$ cat config.mk
export PLATFORM = sky130hd
export DESIGN_NAME = ict_core
export DESIGN_NICKNAME = d
export VERILOG_FILES = /design/src/inc/ict_pkg.sv /design/src/verilog/ict_core.sv /design/src/verilog/ict_alu.sv
export SDC_FILE = /design/constraint.sdc
export NUM_CORES = 1
export LEC_CHECK = 0
export ABC_AREA = 1
export BUFFER_PORTS_ARGS = -buffer_cell sky130_fd_sc_hd__buf_2
export CAP_MARGIN = 10
export CELL_PAD_IN_SITES_DETAIL_PLACEMENT = 0
export CELL_PAD_IN_SITES_GLOBAL_PLACEMENT = 1
export CORE_ASPECT_RATIO = 1.4
export CORE_MARGIN = 2
export CORE_UTILIZATION = 45
export CTS_BUF_LIST = sky130_fd_sc_hd__clkbuf_2 sky130_fd_sc_hd__clkbuf_4 sky130_fd_sc_hd__clkbuf_8
export DETAILED_ROUTE_END_ITERATION = 10
export GPL_ROUTABILITY_DRIVEN = 0
export PLACE_DENSITY_LB_ADDON = 0.1
export SLEW_MARGIN = 20
export SYNTH_ARGS = -nofsm -noshare
export SYNTH_HDL_FRONTEND = slang
export SYNTH_HIERARCHICAL = 1
export SYNTH_SLANG_ARGS = --single-unit
$ cat constraint.sdc
create_clock -name i_clk -period 2.93 [get_ports i_clk]
set_clock_uncertainty 0.2 [all_clocks]
set_input_delay 0.293 -clock i_clk [delete_from_list [all_inputs] [get_ports i_clk]]
set_output_delay 0.293 -clock i_clk [all_outputs]
set_load 0.02 [all_outputs]
$ cat src/inc/ict_pkg.sv
// shared types and constants for the instruction cycle timing core
//////////////////////////////////////////////////////////////////////////////
// Overview of operation
// - one instruction cycle equals four system clocks
// - ordinary instructions finish in one cycle
// - jump, call, table read take two cycles
// - subroutine and interrupt returns take two cycles
// - program counter low write jumps, adds cycle
// - taken skip adds one cycle, otherwise one
// - conditional branches test byte or bit, skip
// - call saves return point, return resumes after
// - moves: memory/accumulator both ways, immediate to accumulator
// - add carries above 255, subtract borrows below 0
// - increment/decrement by one into memory or accumulator
// - logic results of zero set zero flag
// - rotate one bit, carry variants through carry
// - bit set/clear touches only addressed bit
// - table read returns program memory data
//////////////////////////////////////////////////////////////////////////////
package ict_pkg;
    localparam int PHASES = 4;                  // system clocks per instruction cycle
    localparam logic [1:0] PH_LAST = 2'h3;      // phase that closes an instruction cycle
    localparam int CLK_PERIOD_NS = 5;           // system clock period
    localparam int ICYC_NS = PHASES * CLK_PERIOD_NS; // instruction cycle length
    localparam int DW = 8;                      // data width
    localparam int PC_W = 11;                   // program counter width
    localparam int TBL_W = 16;                  // program memory word width
    localparam logic [DW-1:0] PC_LOW_ADDR = 8'h06; // data address of the pc low byte
    localparam logic [PC_W-1:0] PC_STEP = 11'h001; // advance to next instruction
    localparam logic [PC_W-1:0] PC_SKIP_STEP = 11'h002; // step over one instruction
    localparam logic [PC_W-1:0] PC_RESET = 11'h000; // program counter after reset
    localparam logic [DW-1:0] BYTE_ZERO = 8'h00; // data reset value
    localparam logic [DW-1:0] BIT_ONE = 8'h01;  // mask seed for bit operations
    localparam logic [DW-1:0] BYTE_ONE = 8'h01; // increment/decrement step

    // operation classes
    typedef enum logic [4:0] {
        OP_NOP, OP_MOVE_M2A, OP_MOVE_A2M, OP_MOVE_I2A,
        OP_ADD, OP_SUB, OP_ADD_IMM, OP_SUB_IMM, OP_INC, OP_DEC,
        OP_AND, OP_OR, OP_XOR, OP_COMPL,
        OP_ROT_RIGHT, OP_ROT_LEFT, OP_ROT_RIGHT_C, OP_ROT_LEFT_C,
        OP_BIT_SET, OP_BIT_CLEAR,
        OP_SKIP_ZERO, OP_SKIP_BIT_ZERO, OP_SKIP_BIT_SET, OP_SKIP_INC_ZERO, OP_SKIP_DEC_ZERO,
        OP_JUMP, OP_CALL, OP_SUB_RETURN, OP_INT_RETURN, OP_TABLE_READ
    } ict_op_t;

    // one decoded instruction
    typedef struct packed {
        ict_op_t op;                // operation class
        logic to_accum;             // result into accumulator instead of memory
        logic [DW-1:0] addr;        // data memory operand address
        logic [DW-1:0] imm;         // immediate data
        logic [2:0] bit_sel;        // bit index for bit operations
        logic [PC_W-1:0] target;    // jump/call target or table address
    } ict_instr_t;

    // data memory write strobe with address and data
    typedef struct packed {
        logic we;
        logic [DW-1:0] addr;
        logic [DW-1:0] data;
    } ict_mem_wr_t;

    // execution state
    typedef enum logic {ST_EXEC, ST_EXTRA} ict_state_t;
endpackage

$ cat src/verilog/ict_core.sv
// instruction cycle sequencer with program counter, stack and register state
`timescale 1ns/1ps
module ict_core
    import ict_pkg::*;
#(
    parameter int STACK_DEPTH = 8 // return address slots
) (
    input wire logic i_clk,
    input wire logic i_rst,
    input wire ict_pkg::ict_instr_t i_instr,
    input wire logic [ict_pkg::DW-1:0] i_mem_rdata,
    input wire logic [ict_pkg::TBL_W-1:0] i_tbl_data,
    output logic [ict_pkg::PC_W-1:0] o_pc,
    output logic [ict_pkg::DW-1:0] o_accum,
    output logic o_carry,
    output logic o_zero,
    output ict_pkg::ict_mem_wr_t o_mem_wr,
    output logic [ict_pkg::PC_W-1:0] o_tbl_addr,
    output logic [ict_pkg::DW-1:0] o_tbl_high,
    output logic o_icyc,
    output logic o_done
);
    import ict_pkg::*;

    localparam int SPW = $clog2(STACK_DEPTH); // stack pointer width

    //////////////////////////////////////////////////////////////////////////
    // declarations
    logic [1:0] phase; // system clock position inside the instruction cycle
    logic cyc_en; // last clock of an instruction cycle
    ict_state_t state; // first or extra cycle of an instruction
    ict_op_t cur_op; // class of the instruction in its extra cycle
    logic [DW-1:0] cur_addr; // its data operand address
    logic [PC_W-1:0] stack [STACK_DEPTH]; // return addresses
    logic [SPW-1:0] sp; // next free stack slot
    logic [PC_W-1:0] stack_top; // most recent return address
    logic [DW-1:0] alu_res;
    logic alu_wr_accum;
    logic alu_wr_mem;
    logic alu_carry;
    logic alu_carry_upd;
    logic alu_zero_upd;
    logic alu_skip;
    logic pc_low_wr; // data write lands on the pc low byte
    logic is_ctrl; // two-cycle control transfer class
    logic need_extra; // instruction takes a second cycle
    logic first_cyc; // closing edge of an instruction's first cycle
    logic [PC_W-1:0] next_pc;

    assign cyc_en = (phase == PH_LAST);
    assign first_cyc = cyc_en && state == ST_EXEC;
    assign stack_top = stack[sp - 1'b1];

    //////////////////////////////////////////////////////////////////////////
    // datapath
    ict_alu u_alu (
        .i_op(i_instr.op),
        .i_to_accum(i_instr.to_accum),
        .i_accum(o_accum),
        .i_mem(i_mem_rdata),
        .i_imm(i_instr.imm),
        .i_bit_sel(i_instr.bit_sel),
        .i_carry(o_carry),
        .o_res(alu_res),
        .o_wr_accum(alu_wr_accum),
        .o_wr_mem(alu_wr_mem),
        .o_carry(alu_carry),
        .o_carry_upd(alu_carry_upd),
        .o_zero_upd(alu_zero_upd),
        .o_skip(alu_skip)
    );

    //////////////////////////////////////////////////////////////////////////
    // next program counter and cycle count of the current instruction
    always_comb begin
        pc_low_wr = alu_wr_mem && i_instr.addr == PC_LOW_ADDR;
        is_ctrl = i_instr.op inside {OP_JUMP, OP_CALL, OP_SUB_RETURN, OP_INT_RETURN,
                                     OP_TABLE_READ};
        need_extra = is_ctrl || pc_low_wr || alu_skip;
        if (i_instr.op == OP_JUMP || i_instr.op == OP_CALL) begin
            next_pc = i_instr.target;
        end else if (i_instr.op == OP_SUB_RETURN || i_instr.op == OP_INT_RETURN) begin
            next_pc = stack_top;
        end else if (pc_low_wr) begin
            next_pc = {o_pc[PC_W-1:DW], alu_res};
        end else if (alu_skip) begin
            next_pc = o_pc + PC_SKIP_STEP;
        end else begin
            next_pc = o_pc + PC_STEP;
        end
    end

    //////////////////////////////////////////////////////////////////////////
    // four-clock instruction cycle divider
    always_ff @(posedge i_clk or posedge i_rst) begin
        if (i_rst) begin
            phase <= 2'h0;
            o_icyc <= 1'b0;
        end else begin
            phase <= cyc_en ? 2'h0 : phase + 2'h1;
            o_icyc <= cyc_en;
        end
    end

    // first/extra cycle sequencing and completion pulse
    always_ff @(posedge i_clk or posedge i_rst) begin
        if (i_rst) begin
            state <= ST_EXEC;
            cur_op <= OP_NOP;
            cur_addr <= BYTE_ZERO;
            o_done <= 1'b0;
        end else begin
            o_done <= 1'b0;
            if (first_cyc) begin
                cur_op <= i_instr.op;
                cur_addr <= i_instr.addr;
                if (need_extra) begin
                    state <= ST_EXTRA;
                end else begin
                    o_done <= 1'b1;
                end
            end else if (cyc_en) begin
                state <= ST_EXEC;
                o_done <= 1'b1;
            end
        end
    end

    // program counter and stack pointer; jumps leave the stack alone
    always_ff @(posedge i_clk or posedge i_rst) begin
        if (i_rst) begin
            o_pc <= PC_RESET;
            sp <= '0;
        end else if (first_cyc) begin
            o_pc <= next_pc;
            if (i_instr.op == OP_CALL) begin
                sp <= sp + 1'b1;
            end else if (i_instr.op == OP_SUB_RETURN || i_instr.op == OP_INT_RETURN) begin
                sp <= sp - 1'b1;
            end
        end
    end

    // return address storage, no reset needed
    always_ff @(posedge i_clk) begin
        if (first_cyc && i_instr.op == OP_CALL) begin
            stack[sp] <= o_pc + PC_STEP;
        end
    end

    // accumulator and status flags
    always_ff @(posedge i_clk or posedge i_rst) begin
        if (i_rst) begin
            o_accum <= BYTE_ZERO;
            o_carry <= 1'b0;
            o_zero <= 1'b0;
        end else if (first_cyc) begin
            if (alu_wr_accum) begin
                o_accum <= alu_res;
            end
            if (alu_carry_upd) begin
                o_carry <= alu_carry;
            end
            if (alu_zero_upd) begin
                o_zero <= (alu_res == BYTE_ZERO);
            end
        end
    end

    // data memory write strobe, one clock wide
    always_ff @(posedge i_clk or posedge i_rst) begin
        if (i_rst) begin
            o_mem_wr <= '0;
        end else begin
            o_mem_wr.we <= 1'b0;
            if (first_cyc && alu_wr_mem) begin
                o_mem_wr <= '{we: 1'b1, addr: i_instr.addr, data: alu_res};
            end else if (cyc_en && state == ST_EXTRA && cur_op == OP_TABLE_READ) begin
                o_mem_wr <= '{we: 1'b1, addr: cur_addr, data: i_tbl_data[DW-1:0]};
            end
        end
    end

    // table address out in the first cycle, high byte back in the second
    always_ff @(posedge i_clk or posedge i_rst) begin
        if (i_rst) begin
            o_tbl_addr <= PC_RESET;
            o_tbl_high <= BYTE_ZERO;
        end else if (first_cyc && i_instr.op == OP_TABLE_READ) begin
            o_tbl_addr <= i_instr.target;
        end else if (cyc_en && state == ST_EXTRA && cur_op == OP_TABLE_READ) begin
            o_tbl_high <= i_tbl_data[TBL_W-1:DW];
        end
    end

    //////////////////////////////////////////////////////////////////////////
    // checks
    a_cycle_four_clocks: assert property (@(posedge i_clk) disable iff (i_rst)
        cyc_en |=> !cyc_en [*3] ##1 cyc_en)
        else $error("instruction cycle is not four clocks");

    a_plain_one_cycle: assert property (@(posedge i_clk) disable iff (i_rst)
        first_cyc && i_instr.op inside {OP_MOVE_M2A, OP_MOVE_I2A, OP_ADD_IMM, OP_NOP}
        |=> o_done && state == ST_EXEC)
        else $error("plain instruction did not finish in one cycle");

    a_ctrl_two_cycles: assert property (@(posedge i_clk) disable iff (i_rst)
        first_cyc && i_instr.op inside {OP_JUMP, OP_CALL, OP_TABLE_READ}
        |=> !o_done && state == ST_EXTRA ##4 o_done)
        else $error("jump, call or table read not two cycles");

    a_return_resumes: assert property (@(posedge i_clk) disable iff (i_rst)
        first_cyc && i_instr.op inside {OP_SUB_RETURN, OP_INT_RETURN}
        |=> o_pc == $past(stack_top) && !o_done ##4 o_done)
        else $error("return wrong address or cycle count");

    a_pc_low_jump: assert property (@(posedge i_clk) disable iff (i_rst)
        first_cyc && alu_wr_mem && i_instr.addr == PC_LOW_ADDR
        |=> o_pc[DW-1:0] == $past(alu_res) && state == ST_EXTRA)
        else $error("pc low write did not jump with extra cycle");

    a_skip_timing: assert property (@(posedge i_clk) disable iff (i_rst)
        first_cyc && alu_skip && !pc_low_wr
        |=> o_pc == $past(o_pc) + PC_SKIP_STEP && !o_done ##4 o_done)
        else $error("taken skip wrong address or cycle count");

    a_call_saves: assert property (@(posedge i_clk) disable iff (i_rst)
        first_cyc && i_instr.op == OP_CALL
        |=> stack_top == $past(o_pc) + PC_STEP && o_pc == $past(i_instr.target))
        else $error("call did not save the return point");

    a_add_carry: assert property (@(posedge i_clk) disable iff (i_rst)
        first_cyc && i_instr.op == OP_ADD
        |=> o_carry == ($past(o_accum) + $past(i_mem_rdata) > 255))
        else $error("add carry wrong");

    a_logic_zero: assert property (@(posedge i_clk) disable iff (i_rst)
        first_cyc && i_instr.op inside {OP_AND, OP_OR, OP_XOR, OP_COMPL}
        |=> o_zero == ($past(alu_res) == BYTE_ZERO))
        else $error("logic zero flag wrong");

    a_bit_only: assert property (@(posedge i_clk) disable iff (i_rst)
        first_cyc && i_instr.op == OP_BIT_SET
        |=> o_mem_wr.we
            && o_mem_wr.data == ($past(i_mem_rdata) | (BIT_ONE << $past(i_instr.bit_sel))))
        else $error("bit set changed other bits");

    a_jump_no_push: assert property (@(posedge i_clk) disable iff (i_rst)
        first_cyc && i_instr.op == OP_JUMP |=> sp == $past(sp) && o_pc == $past(i_instr.target))
        else $error("jump touched the stack");
endmodule // ict_core

$ cat src/verilog/ict_alu.sv
// combinational datapath for the data operation classes
`timescale 1ns/1ps
module ict_alu
    import ict_pkg::*;
(
    input wire ict_pkg::ict_op_t i_op,
    input wire logic i_to_accum,
    input wire logic [ict_pkg::DW-1:0] i_accum,
    input wire logic [ict_pkg::DW-1:0] i_mem,
    input wire logic [ict_pkg::DW-1:0] i_imm,
    input wire logic [2:0] i_bit_sel,
    input wire logic i_carry,
    output logic [ict_pkg::DW-1:0] o_res,
    output logic o_wr_accum,
    output logic o_wr_mem,
    output logic o_carry,
    output logic o_carry_upd,
    output logic o_zero_upd,
    output logic o_skip
);
    import ict_pkg::*;

    logic [DW:0] wide; // nine-bit sum or difference
    logic [DW-1:0] mask; // one-hot mask of the addressed bit

    // result, destination and flag updates per class
    always_comb begin
        wide = '0;
        mask = BIT_ONE << i_bit_sel;
        o_res = BYTE_ZERO;
        o_wr_accum = 1'b0;
        o_wr_mem = 1'b0;
        o_carry = i_carry;
        o_carry_upd = 1'b0;
        o_zero_upd = 1'b0;
        o_skip = 1'b0;
        unique case (i_op)
            // transfers leave flags alone
            OP_MOVE_M2A: begin o_res = i_mem; o_wr_accum = 1'b1; end
            OP_MOVE_A2M: begin o_res = i_accum; o_wr_mem = 1'b1; end
            OP_MOVE_I2A: begin o_res = i_imm; o_wr_accum = 1'b1; end
            // ninth bit is carry on add, borrow on subtract
            OP_ADD, OP_ADD_IMM, OP_SUB, OP_SUB_IMM: begin
                if (i_op == OP_ADD || i_op == OP_ADD_IMM) begin
                    wide = {1'b0, i_accum} + {1'b0, (i_op == OP_ADD) ? i_mem : i_imm};
                end else begin
                    wide = {1'b0, i_accum} - {1'b0, (i_op == OP_SUB) ? i_mem : i_imm};
                end
                o_res = wide[DW-1:0];
                o_carry = wide[DW];
                o_carry_upd = 1'b1;
                o_zero_upd = 1'b1;
                o_wr_accum = i_to_accum || i_op == OP_ADD_IMM || i_op == OP_SUB_IMM;
                o_wr_mem = !o_wr_accum;
            end
            // step by exactly one
            OP_INC, OP_DEC: begin
                o_res = (i_op == OP_INC) ? i_mem + BYTE_ONE : i_mem - BYTE_ONE;
                o_zero_upd = 1'b1;
                o_wr_accum = i_to_accum;
                o_wr_mem = !i_to_accum;
            end
            // logic operations update only the zero flag
            OP_AND, OP_OR, OP_XOR, OP_COMPL: begin
                unique case (i_op)
                    OP_AND: o_res = i_accum & i_mem;
                    OP_OR: o_res = i_accum | i_mem;
                    OP_XOR: o_res = i_accum ^ i_mem;
                    default: o_res = ~i_mem;
                endcase
                o_zero_upd = 1'b1;
                o_wr_accum = i_to_accum;
                o_wr_mem = !i_to_accum;
            end
            // plain rotates keep carry, carry rotates pass through it
            OP_ROT_RIGHT, OP_ROT_LEFT, OP_ROT_RIGHT_C, OP_ROT_LEFT_C: begin
                unique case (i_op)
                    OP_ROT_RIGHT: o_res = {i_mem[0], i_mem[DW-1:1]};
                    OP_ROT_LEFT: o_res = {i_mem[DW-2:0], i_mem[DW-1]};
                    OP_ROT_RIGHT_C: begin
                        o_res = {i_carry, i_mem[DW-1:1]};
                        o_carry = i_mem[0];
                        o_carry_upd = 1'b1;
                    end
                    default: begin
                        o_res = {i_mem[DW-2:0], i_carry};
                        o_carry = i_mem[DW-1];
                        o_carry_upd = 1'b1;
                    end
                endcase
                o_wr_accum = i_to_accum;
                o_wr_mem = !i_to_accum;
            end
            // read-modify-write of a single bit
            OP_BIT_SET: begin o_res = i_mem | mask; o_wr_mem = 1'b1; end
            OP_BIT_CLEAR: begin o_res = i_mem & ~mask; o_wr_mem = 1'b1; end
            // byte and bit tests; the zero test may copy the byte to the accumulator
            OP_SKIP_ZERO: begin
                o_res = i_mem;
                o_wr_accum = i_to_accum;
                o_skip = (i_mem == BYTE_ZERO);
            end
            OP_SKIP_BIT_ZERO: o_skip = !(|(i_mem & mask));
            OP_SKIP_BIT_SET: o_skip = |(i_mem & mask);
            OP_SKIP_INC_ZERO, OP_SKIP_DEC_ZERO: begin
                o_res = (i_op == OP_SKIP_INC_ZERO) ? i_mem + BYTE_ONE : i_mem - BYTE_ONE;
                o_wr_accum = i_to_accum;
                o_wr_mem = !i_to_accum;
                o_skip = (o_res == BYTE_ZERO);
            end
            // control transfer classes carry no data result
            OP_NOP, OP_JUMP, OP_CALL, OP_SUB_RETURN, OP_INT_RETURN, OP_TABLE_READ: begin
            end
        endcase
    end
endmodule // ict_alu

# Yosys cells after proc, flatten, opt, wreduce, memory -nomap -nowiden
# Memory sizes are Yosys's and may differ from the RTL's.
# Cells that the tools add are included.
[classes]
addsub = 9
eq_ne = 35
shift = 1
muxes = 33
bitwise = 10
n_reduce_logical = 45
[ops]
columns = ["cell", "count"]
rows = [
  ["one-hot mux 8 bit (10 select lines)", 1],
  ["equality test 5 bit, second input constant", 15],
  ["one-hot mux 8 bit (3 select lines)", 2],
  ["two-way mux 11 bit", 4],
  ["equality test 5 x 4 -> 1 bit, second input constant", 8],
  ["two-way mux 17 bit", 2],
  ["two-way mux 8 bit", 4],
  ["AND 8 bit", 3],
  ["logical NOT 8 bit", 3],
  ["equality test 5 x 3 -> 1 bit, second input constant", 4],
  ["NOT 8 bit", 2],
  ["OR 8 bit", 2],
  ["OR reduction 13 bit", 1],
  ["AND reduction 2 bit", 6],
  ["OR reduction 12 bit", 1],
  ["OR reduction 4 bit", 3],
  ["adder 11 x 1 -> 11 bit, second input constant", 1],
  ["adder 11 x 2 -> 11 bit, second input constant", 1],
  ["equality test 5 x 2 -> 1 bit, second input constant", 2],
  ["two-way mux 1 bit", 10],
  ["OR reduction 10 bit", 1],
  ["OR reduction 2 bit", 5],
  ["adder 8 x 8 -> 9 bit", 1],
  ["two-way mux 9 bit", 1],
  ["27 further kinds", 50],
]
[word_totals]
ff_bits = 78
ram_bits = 88
inputBits = 62
output_inout_bits = 59
word_cells = 151
n_memories = 1
[mem_list]
columns = ["name", "depth", "width", "rd", "rd_ports_with_merged_regs", "wr", "line", "source"]
rows = [
  ["stack", 8, 11, 1, 0, 1, "ict_core.sv:34", "logic [PC_W-1:0] stack [STACK_DEPTH];"],
]

# Logic depth before layout (Yosys ltp)
# Gate-level depths: netlist (run 1).
[logic_depth]
depth_word = 10
depth_mapped = 29
ltp_nobuf = 28

# Hierarchy
# The synthesis (run 1) kept the hierarchy.
[modules_own_cells]
columns = ["module", "instances", "cells_per_inst", "area_per_inst_um2", "seq_area_each_um2"]
rows = [
  ["ict_core", 1, 851, 7637.3, 4594.4],
  ["ict_alu", 1, 537, 2771.4, 0.0],
]

# Least setup slack after synthesis (run 1)
# No wires, ideal clock.
[synth_path]
kind = "input-to-reg"
from = "input port i_instr[32] (netlist name)"
to = "register o_zero"
setup_ps = 110
arrival_time_ps = 3000
required_time_ps = 2620
path_slack_ps = -380
path_stages = 19
path_buffers = 1
path_cell_list = "nor2_1 > nand2_1 > nor2_2 > nor2_2 > buf_2 > a211oi_1 > a21oi_1 > ha_1 > fa_1 > nand3_1 > nand2_1 > nand3_1 > nand3_1 > nand3_1 > nand2_1 > nand3b_1 > nor2_1 > nand3_1 > o41ai_1"
[synth_via]
elab_chain_len = 6
elab_cells_between_ends = 43
classes_between = "add/sub (2); eq/ne (22); mux (9); reduce/logical (10)"
[synth_lines]
columns = ["element", "line", "source"]
rows = [
  ["start: declaration", "ict_core.sv:10", "input wire ict_pkg::ict_instr_t i_instr,"],
  ["equality test 5 x 3 -> 1 bit, on equally long branches", "n/a", ""],
  ["two-way mux 8 bit, on equally long branches", "ict_alu.sv:47, ict_alu.sv:45", ""],
  ["subtractor 8 x 8 -> 9 bit / adder 8 x 8 -> 9 bit (equally long branches)", "ict_alu.sv:47, ict_alu.sv:45", ""],
  ["two-way mux 9 bit", "ict_alu.sv:44", "if (i_op == OP_ADD || i_op == OP_ADD_IMM) begin"],
  ["one-hot mux 8 bit (10 select lines) (*)", "ict_alu.sv:37", "unique case (i_op)"],
  ["named net alu_res[6]", "ict_core.sv:37", "logic [DW-1:0] alu_res;"],
  ["logical NOT 8 bit (*)", "ict_core.sv:165", "o_zero <= (alu_res == BYTE_ZERO);"],
  ["end signal: assignment", "ict_core.sv:165", ""],
  ["end: declaration", "ict_core.sv:16", "output logic o_zero,"],
]
# Mark *: on every way through the listed nets, which the timed path passes. The rest lies on a longest branch.
# A chain may end at the register's enable or synchronous reset.

# Worst setup path after layout (run 1)
[layout_path]
from = "input port i_instr[34] (netlist name)"
to = "register o_zero"
# The elaborated chain is that of the path after synthesis.

==> results of run 1 <==
## final cells by class
class,count,area [um^2]
Clock buffer,17,234
Clock inverter,15,160
Fill cell,2130,8670
Inverter,143,556
Multi-Input combinational cell,1040,5460
Sequential cell,166,4590
Tap cell,301,377
Timing Repair Buffer,345,2560
## worst min path at each step
stage                     cells after the start          start  slack [ns]       endpoint
after CTS                                     4    i_instr[34]        0.03      cur_op[3]
after global placement                        2          i_rst        0.16    o_mem_wr[6]
after detailed placement                      2          i_rst        0.16    o_mem_wr[6]
final                                         4    i_instr[34]       -0.01      cur_op[3]
after floorplan                               2  i_tbl_data[8]        0.20  o_tbl_high[0]
after global routing                          4    i_instr[34]       0.002      cur_op[3]
## flip-flops by register name, indices dropped and copies added (netlist names)
name        count
o_accum         8
o_mem_wr       17
o_tbl_addr     11
o_done          1
phase           2
o_tbl_high      8
sp              3
stack          88
o_pc           11
cur_addr        8
cur_op          5
o_zero          1
o_icyc          1
state           1
o_carry         1
## power by group
group	internal, W	leakage, nW	total [W]	switching, W
clock	0.000708	0.202	0.00163	0.000926
sequential	0.00296	1.75	0.00335	0.000390
combinational	0.00159	4.71	0.00428	0.00270
## worst max-delay path, delay by kind of cell
kind / cells / cell delay (ns)
and+or+nand+nor: 13 / 1.53
adders and majority gates: 2 / 0.49
buffers and inverters: 5 / 0.49
AOI/OAI and AO/OA: 3 / 0.38
## logic make-up (layout without fill, tap and decap cells)
logic type / count (synthesis) / count (layout) / share of synthesized area [%]
and+or+nand+nor: 803 / 804 / 32.8
adders and majority gates: 36 / 36 / 4.40
xor gates and xnor gates: 22 / 22 / 1.85
AOI/OAI and AO/OA: 168 / 168 / 8.78
DFF: 166 / 166 / 44.1
muxes: 10 / 10 / 1.12
buffers and inverters: 183 / 520 / 6.96
## metal layers
metal	vias up	track usage (%)
met3	133	4.08
met1	4992	30.6
met2	353	58.7
met4	0	20.3
li1	5224	-
met5	-	0
## what timing repair did
action                                 in CTS  in global routing
gates resized for setup                    19                 62
hold buffers                               36                  1
setup endpoints to repair                  11                 24
pin swaps                                  12                 30
endpoints found under the hold margin      77                  1
buffers inserted                            5                  7
cloned                                      1                  0
## Yosys cell counts (2+ instances only)
cell	instances
a21oi_1	26
mux2_1	8
buf_1	2
o21ai_0	72
nand4_1	14
o211ai_1	9
inv_2	21
nand2_1	408
dfrtp_1	78
ha_1	35
nor2_2	12
clkbuf_1	18
clkinv_1	9
buf_6	2
nor3_1	18
edfxtp_1	88
o2111ai_1	2
nor2_4	4
nand2_2	3
inv_1	113
nand3_2	3
nand3b_1	7
nand3_1	152
o22ai_1	11
nor4_1	2
nor2_1	174
buf_2	18
or2_2	2
o21ai_1	39
xnor2_1	4
xor2_1	18
## per-stage QoR
step	std cells	TNS, ns	hold WS (ns)	instance area [um^2]	setup slack (ns)
CTS	2020	-0.0244	0.0275	13600	-0.0244
finish	2027	-0.207	-0.0130	13900	-0.0915
floorplan	1388	-0.899	0.203	10500	-0.236
detailed placement	1946	-12.77	0.161	12700	-0.723
global route	2027	-1.05	0.00229	13900	-0.210
global placement	1946	-11.64	0.165	12700	-0.627
==> summary.md, run 1 <==
| Metric | Value |
|---|---|
| Ys flop type | `edfxtp_1` |
| FMAX | `331 MHz` |
| Failing checks | `negative hold slack, negative setup slack` |
| Cell count of the worst reg-to-reg path | `11` |
| Slowest stage delay, CP | `0.34 ns` |
| Total CTS buffers | `17` |
| Met1 Wirelength | `12.7 mm` |
| Critical Path Start | `i_instr[34]` |
| Library cells used by synthesis | `47` |
| Area Overhead vs Synth | `33.9%` |
| Sequential share of the synthesized area | `44.1%` |
| Crit start category | `input port` |
| Worst Hold Class | `in2reg` |
| Layout cell share with drive strength beyond 1 | `26.7%` |
| I/O pin count | `121` |
| Die Wd | `133 um` |
| CTS sink cnt | `166` |
| H-tree levels | `4` |
| Initial antenna violation count | `0` |
| Post-Syn Area | `0.0104 mm^2` |
| Worst-path clk slew | `0.10 ns` |
| Routed vias | `10,700` |
| Commonest non-fill, non-tap cell in the layout | `nand2_1` |
| Slew Limit Headroom | `56.6%` |
| Largest net degree at the start of global routing | `49` |
| Routed length per placed instance | `18.0 um` |
| Hold_ws | `-0.0130 ns` |
| RSZ-0062 raised after global routing | `yes` |
| Initial Utilization | `46.0%` |
| Die Area | `0.0244 mm^2` |
| Post-synth ARST share | `47.0%` |
| Period utilization | `103%` |
| DRT Wirelength | `36.6 mm` |
| Critical-path cell list | `buf_8 > nor2_4 > nand3_4 > nand2_4 > o21ai_4 > inv_2 > ha_4 > nand2_4 > nor2_4 > nand3_2 > nand2_2 > o22ai_2 > ha_1 > buf_4 > buf_4 > inv_1 > nand3_1 > nand3_2 > nand2_1 > nand3b_1 > nor2_1 > nand3_1 > o41ai_2` |
| Avg Cell Area, Syn | `7.50 um^2` |
| Via-to-Cell Ratio | `5.28` |
| PD cells | `665 mW/mm^2` |
| First-pass GRT wire length | `56.8 mm` |
| Final worst slack | `-0.0915 ns` |
| Core area | `0.0226 mm^2` |
| DRC viols | `0` |
| Ant. Diodes | `0` |
| Status | `finished, violations left` |
| Post-DRT Antenna Nets | `0` |
| Crit Reg-Reg Endpoint | `o_zero` |
| Number of global-route vias before repair | `10,600` |
| Critical path class | `in2reg` |
| CTS root buf | `clkbuf_8` |
| CTS tree | `yes` |
| Top sig layer | `met4` |
| Nets | `1,811` |
| Site Rows | `65` |
| CP Capture Type | `register` |
| IO buf count | `120` |
| Synth top area share | `25.4%` |
| Worst vdd ir | `477 uV` |
| Final hold violation count | `1` |
| LEAKAGE | `6.66 nW` |
| GR Overflow Total | `0` |
| Data required, critical path | `3.11 ns` |
| CP Capture Point | `o_zero` |
| Critical path's slowest cell | `ha_1` |
| Critical Path Fanout Max | `5` |
| Maximum root-to-sink buffer count | `2` |
| Metal3 WL | `1.48 mm` |
| Pwr Total | `0.00927 W` |
| Initial DRC Count | `649` |
| EDFF count, synth | `88` |
| Largest cells by area after synthesis | `edfxtp_1 25%, dfrtp_1 19%, nand2_1 15%, nand3_1 7.3%, nor2_1 6.3%` |
| Synth area leader | `edfxtp_1` |
| Max cap viols | `0` |
| Worst R2R Setup Slack | `0.29 ns` |
| Clk_lat worst skew | `0.49 ns` |
| Dpl hpwl | `27.9 mm` |
| Metal2 WL | `19.8 mm` |
| Post-synthesis register bit count | `166` |
| Post-synthesis cell count | `1,388` |
| Synthesized Nets | `1,486` |
| Yosys warns | `6` |
| Core Util, Final | `61.6%` |
| # setup viols final | `4` |
| GRT Overall Usage | `30.6%` |
| Die Y-Extent | `184 um` |
| Commonest cells after routing, fill and taps aside | `387 x nand2_1, 175 x buf_4, 168 x nor2_1, 139 x nand3_1, 116 x buf_2` |
| Least-Margin Pin Slew | `0.649 ns` |
| First drt pass iteration count | `5` |
| Arrival time at the worst endpoint | `3.20 ns` |
| RR Startpoint | `o_accum[6]` |
| Max Slew Vio Count | `0` |
| Min Clock Period, post-route | `3.02 ns` |
Power figures use the tool's default switching activity.
==> inputs of run 2 (changes only) <==
--- a/config.mk
+++ b/config.mk
@@ -16,7 +16,7 @@
 export CTS_BUF_LIST = sky130_fd_sc_hd__clkbuf_2 sky130_fd_sc_hd__clkbuf_4 sky130_fd_sc_hd__clkbuf_8
 export DETAILED_ROUTE_END_ITERATION = 10
 export GPL_ROUTABILITY_DRIVEN = 0
-export PLACE_DENSITY_LB_ADDON = 0.1
+export PLACE_DENSITY = 0.83
 export SLEW_MARGIN = 20
 export SYNTH_ARGS = -nofsm -noshare
 export SYNTH_HDL_FRONTEND = slang
==> run 2 against run 1 <==
Compared with the run above: the run still ends with negative hold slack, negative setup slack left; clock power increased by 8%; total power increased by 2.1%; combinational power up 2%; worst setup slack worse by 0.067 ns; critical path type unchanged; largest power group unchanged.
==> summary.md, run 2 (synthesized netlist as in run 1, its figures left out) <==
| Metric | Value |
|---|---|
| Slowest stage delay, CP | `0.35 ns` |
| Post-DRT Antenna Nets | `0` |
| PD cells | `684 mW/mm^2` |
| Data required, critical path | `3.11 ns` |
| Critical Path Fanout Max | `5` |
| FMAX | `324 MHz` |
| RSZ-0062 raised after global routing | `yes` |
| Number of global-route vias before repair | `10,600` |
| Min Clock Period, post-route | `3.09 ns` |
| Nets | `1,819` |
| GRT Overall Usage | `30.1%` |
| Hold Startpoint | `i_instr[33]` |
| Hold_ws | `-0.000781 ns` |
| # fillers | `2,141` |
| Routed vias | `10,700` |
| Least-Margin Pin Slew | `0.580 ns` |
| Initial DRC Count | `642` |
| Number of flip-flops under the largest register name | `88` |
| Hold worst-path end | `cur_op[2]` |
| Total CTS buffers | `17` |
| CTS root buf | `clkbuf_8` |
| Core area | `0.0226 mm^2` |
| Initial antenna violation count | `0` |
| GR Overflow Total | `0` |
| CTS sink cnt | `166` |
| Cell count of the worst reg-to-reg path | `11` |
| Crit path buf inv count | `4` |
| Area Overhead vs Synth | `33.0%` |
| Clk_lat worst skew | `0.47 ns` |
| Critical-path cell list | `buf_4 > nor2_4 > nand3_4 > nand2_2 > o21ai_4 > inv_2 > ha_4 > nand2_4 > nor2_4 > nand2_1 > nand2_1 > o22ai_2 > ha_1 > buf_6 > buf_6 > nand3_2 > nand2_1 > nand2_1 > nand3_2 > nand2_1 > nand3b_1 > nor2_1 > nand3_1 > o41ai_2` |
| Crit Reg-Reg Endpoint | `o_zero` |
| First drt pass iteration count | `5` |
| Maximum root-to-sink buffer count | `2` |
| Critical Path Start | `i_instr[32]` |
| CTS tree | `yes` |
| Die Y-Extent | `184 um` |
| Die Wd | `133 um` |
| Worst path most repeated cell | `nand2_1` |
| LEAKAGE | `6.68 nW` |
| Multi-input logic area | `0.00535 mm^2` |
| Status | `finished, violations left` |
| Die Area | `0.0244 mm^2` |
| Initial Utilization | `46.0%` |
| Biggest regs | `stack (88), o_mem_wr (17)` |
| FF/Latch Area | `0.00459 mm^2` |
| Worst-path clk slew | `0.09 ns` |
| Period utilization | `105%` |
| IO buf count | `120` |
| Final hold violation count | `1` |
| Dpl hpwl | `27.7 mm` |
| Largest net degree at the start of global routing | `51` |
| First-pass GRT wire length | `55.8 mm` |
| Hold Path Depth | `4` |
| Routed length per placed instance | `18.1 um` |
| Failing checks | `negative hold slack, negative setup slack` |
| Commonest cells after routing, fill and taps aside | `391 x nand2_1, 189 x buf_4, 170 x nor2_1, 141 x nand3_1, 117 x buf_2` |
| DRT Wirelength | `36.9 mm` |
| # setup viols final | `7` |
| Site Rows | `65` |
| Worst Hold Class | `in2reg` |
| Arrival time at the worst endpoint | `3.26 ns` |
| Slew Limit Headroom | `61.0%` |
| Commonest non-fill, non-tap cell in the layout | `nand2_1` |
| Critical path class | `in2reg` |
| RR Startpoint | `o_accum[6]` |
| H-tree levels | `4` |
| Worst vdd ir | `708 uV` |
| CP Capture Type | `register` |
| Layout cell share with drive strength beyond 1 | `26.2%` |
| Largest register by flop count | `stack` |
| Crit start category | `input port` |
| I/O pin count | `121` |
| Ant. Diodes | `0` |
| Core Util, Final | `61.2%` |
| Max cap viols | `0` |
| Critical path's slowest cell | `ha_1` |
| DRC viols | `0` |
| Final worst slack | `-0.159 ns` |
| Crit path max-delay family | `simple AND/OR/NAND/NOR gates` |
| Worst R2R Setup Slack | `0.23 ns` |
| Max Slew Vio Count | `0` |
| Via-to-Cell Ratio | `5.28` |
==> run 2: tightest hold or removal path, delay by kind of cell <==
family / cells / cell delay (ns)
AO/OA/AOI/OAI: 1 / 0.06
buffers and inverters: 2 / 0.23
AND/OR/NAND/NOR: 1 / 0.05
==> run 2: metal layers <==
metal	wire length, um	GRT usage (%)
met3	1770	4.63
met2	19600	56.8
met4	2590	20.9
met1	12900	30.0
met5	0	0
==> run 2: layout make-up <==
| class | count | area share (%) |
|---|---|---|
| clock inverter | 15 | 1.38 |
| timing repair buffer | 353 | 18.4 |
| sequential | 166 | 33.2 |
| inverter | 143 | 4.01 |
| tap | 301 | 2.72 |
| multi-input combinational | 1040 | 38.6 |
| clock buffer | 17 | 1.69 |
==> run 2: through the flow <==
| stage | setup WS (ns) | instances | area [um^2] | setup TNS, ns | total power, W |
|---|---|---|---|---|---|
| after global routing | -0.302 | 2035 | 13800 | -2.34 | 0.0101 |
| final | -0.159 | 2035 | 13800 | -0.600 | 0.00946 |
| after global placement | -0.629 | 1947 | 12700 | -10.80 | 0.00735 |
| after floorplan | -0.236 | 1388 | 10500 | -0.899 | 0.00587 |
| after detailed placement | -0.695 | 1947 | 12700 | -12.19 | 0.00743 |
| after CTS | -0.0396 | 2024 | 13600 | -0.0396 | 0.00931 |
==> run 2: where the power goes <==
part / internal [W] / switching (W) / total, W / leakage, nW
sequential: 0.00296 / 0.000368 / 0.00333 / 1.75
combinational: 0.00164 / 0.00273 / 0.00438 / 4.74
clock: 0.000861 / 0.000895 / 0.00176 / 0.200
total: 0.00546 / 0.00400 / 0.00946 / 6.68
==> run 2: how the worst max path moves through the flow <==
stage | to | cells past startpoint
2_1_floorplan | o_zero | 22
3_3_place_gp | o_zero | 21
3_5_place_dp | o_zero | 22
4_1_cts | o_zero | 24
5_1_grt | o_pc[7] | 28
6_report | o_zero | 24
==> run 2: timing repair <==
item                                   in CTS  in global routing
gates cloned                                1                  0
setup endpoints to repair                   9                 21
buffers inserted                            8                 11
pin swaps                                  14                 41
hold buffers                               36                  0
endpoints found under the hold margin      77                  0
resized for setup                          19                 45
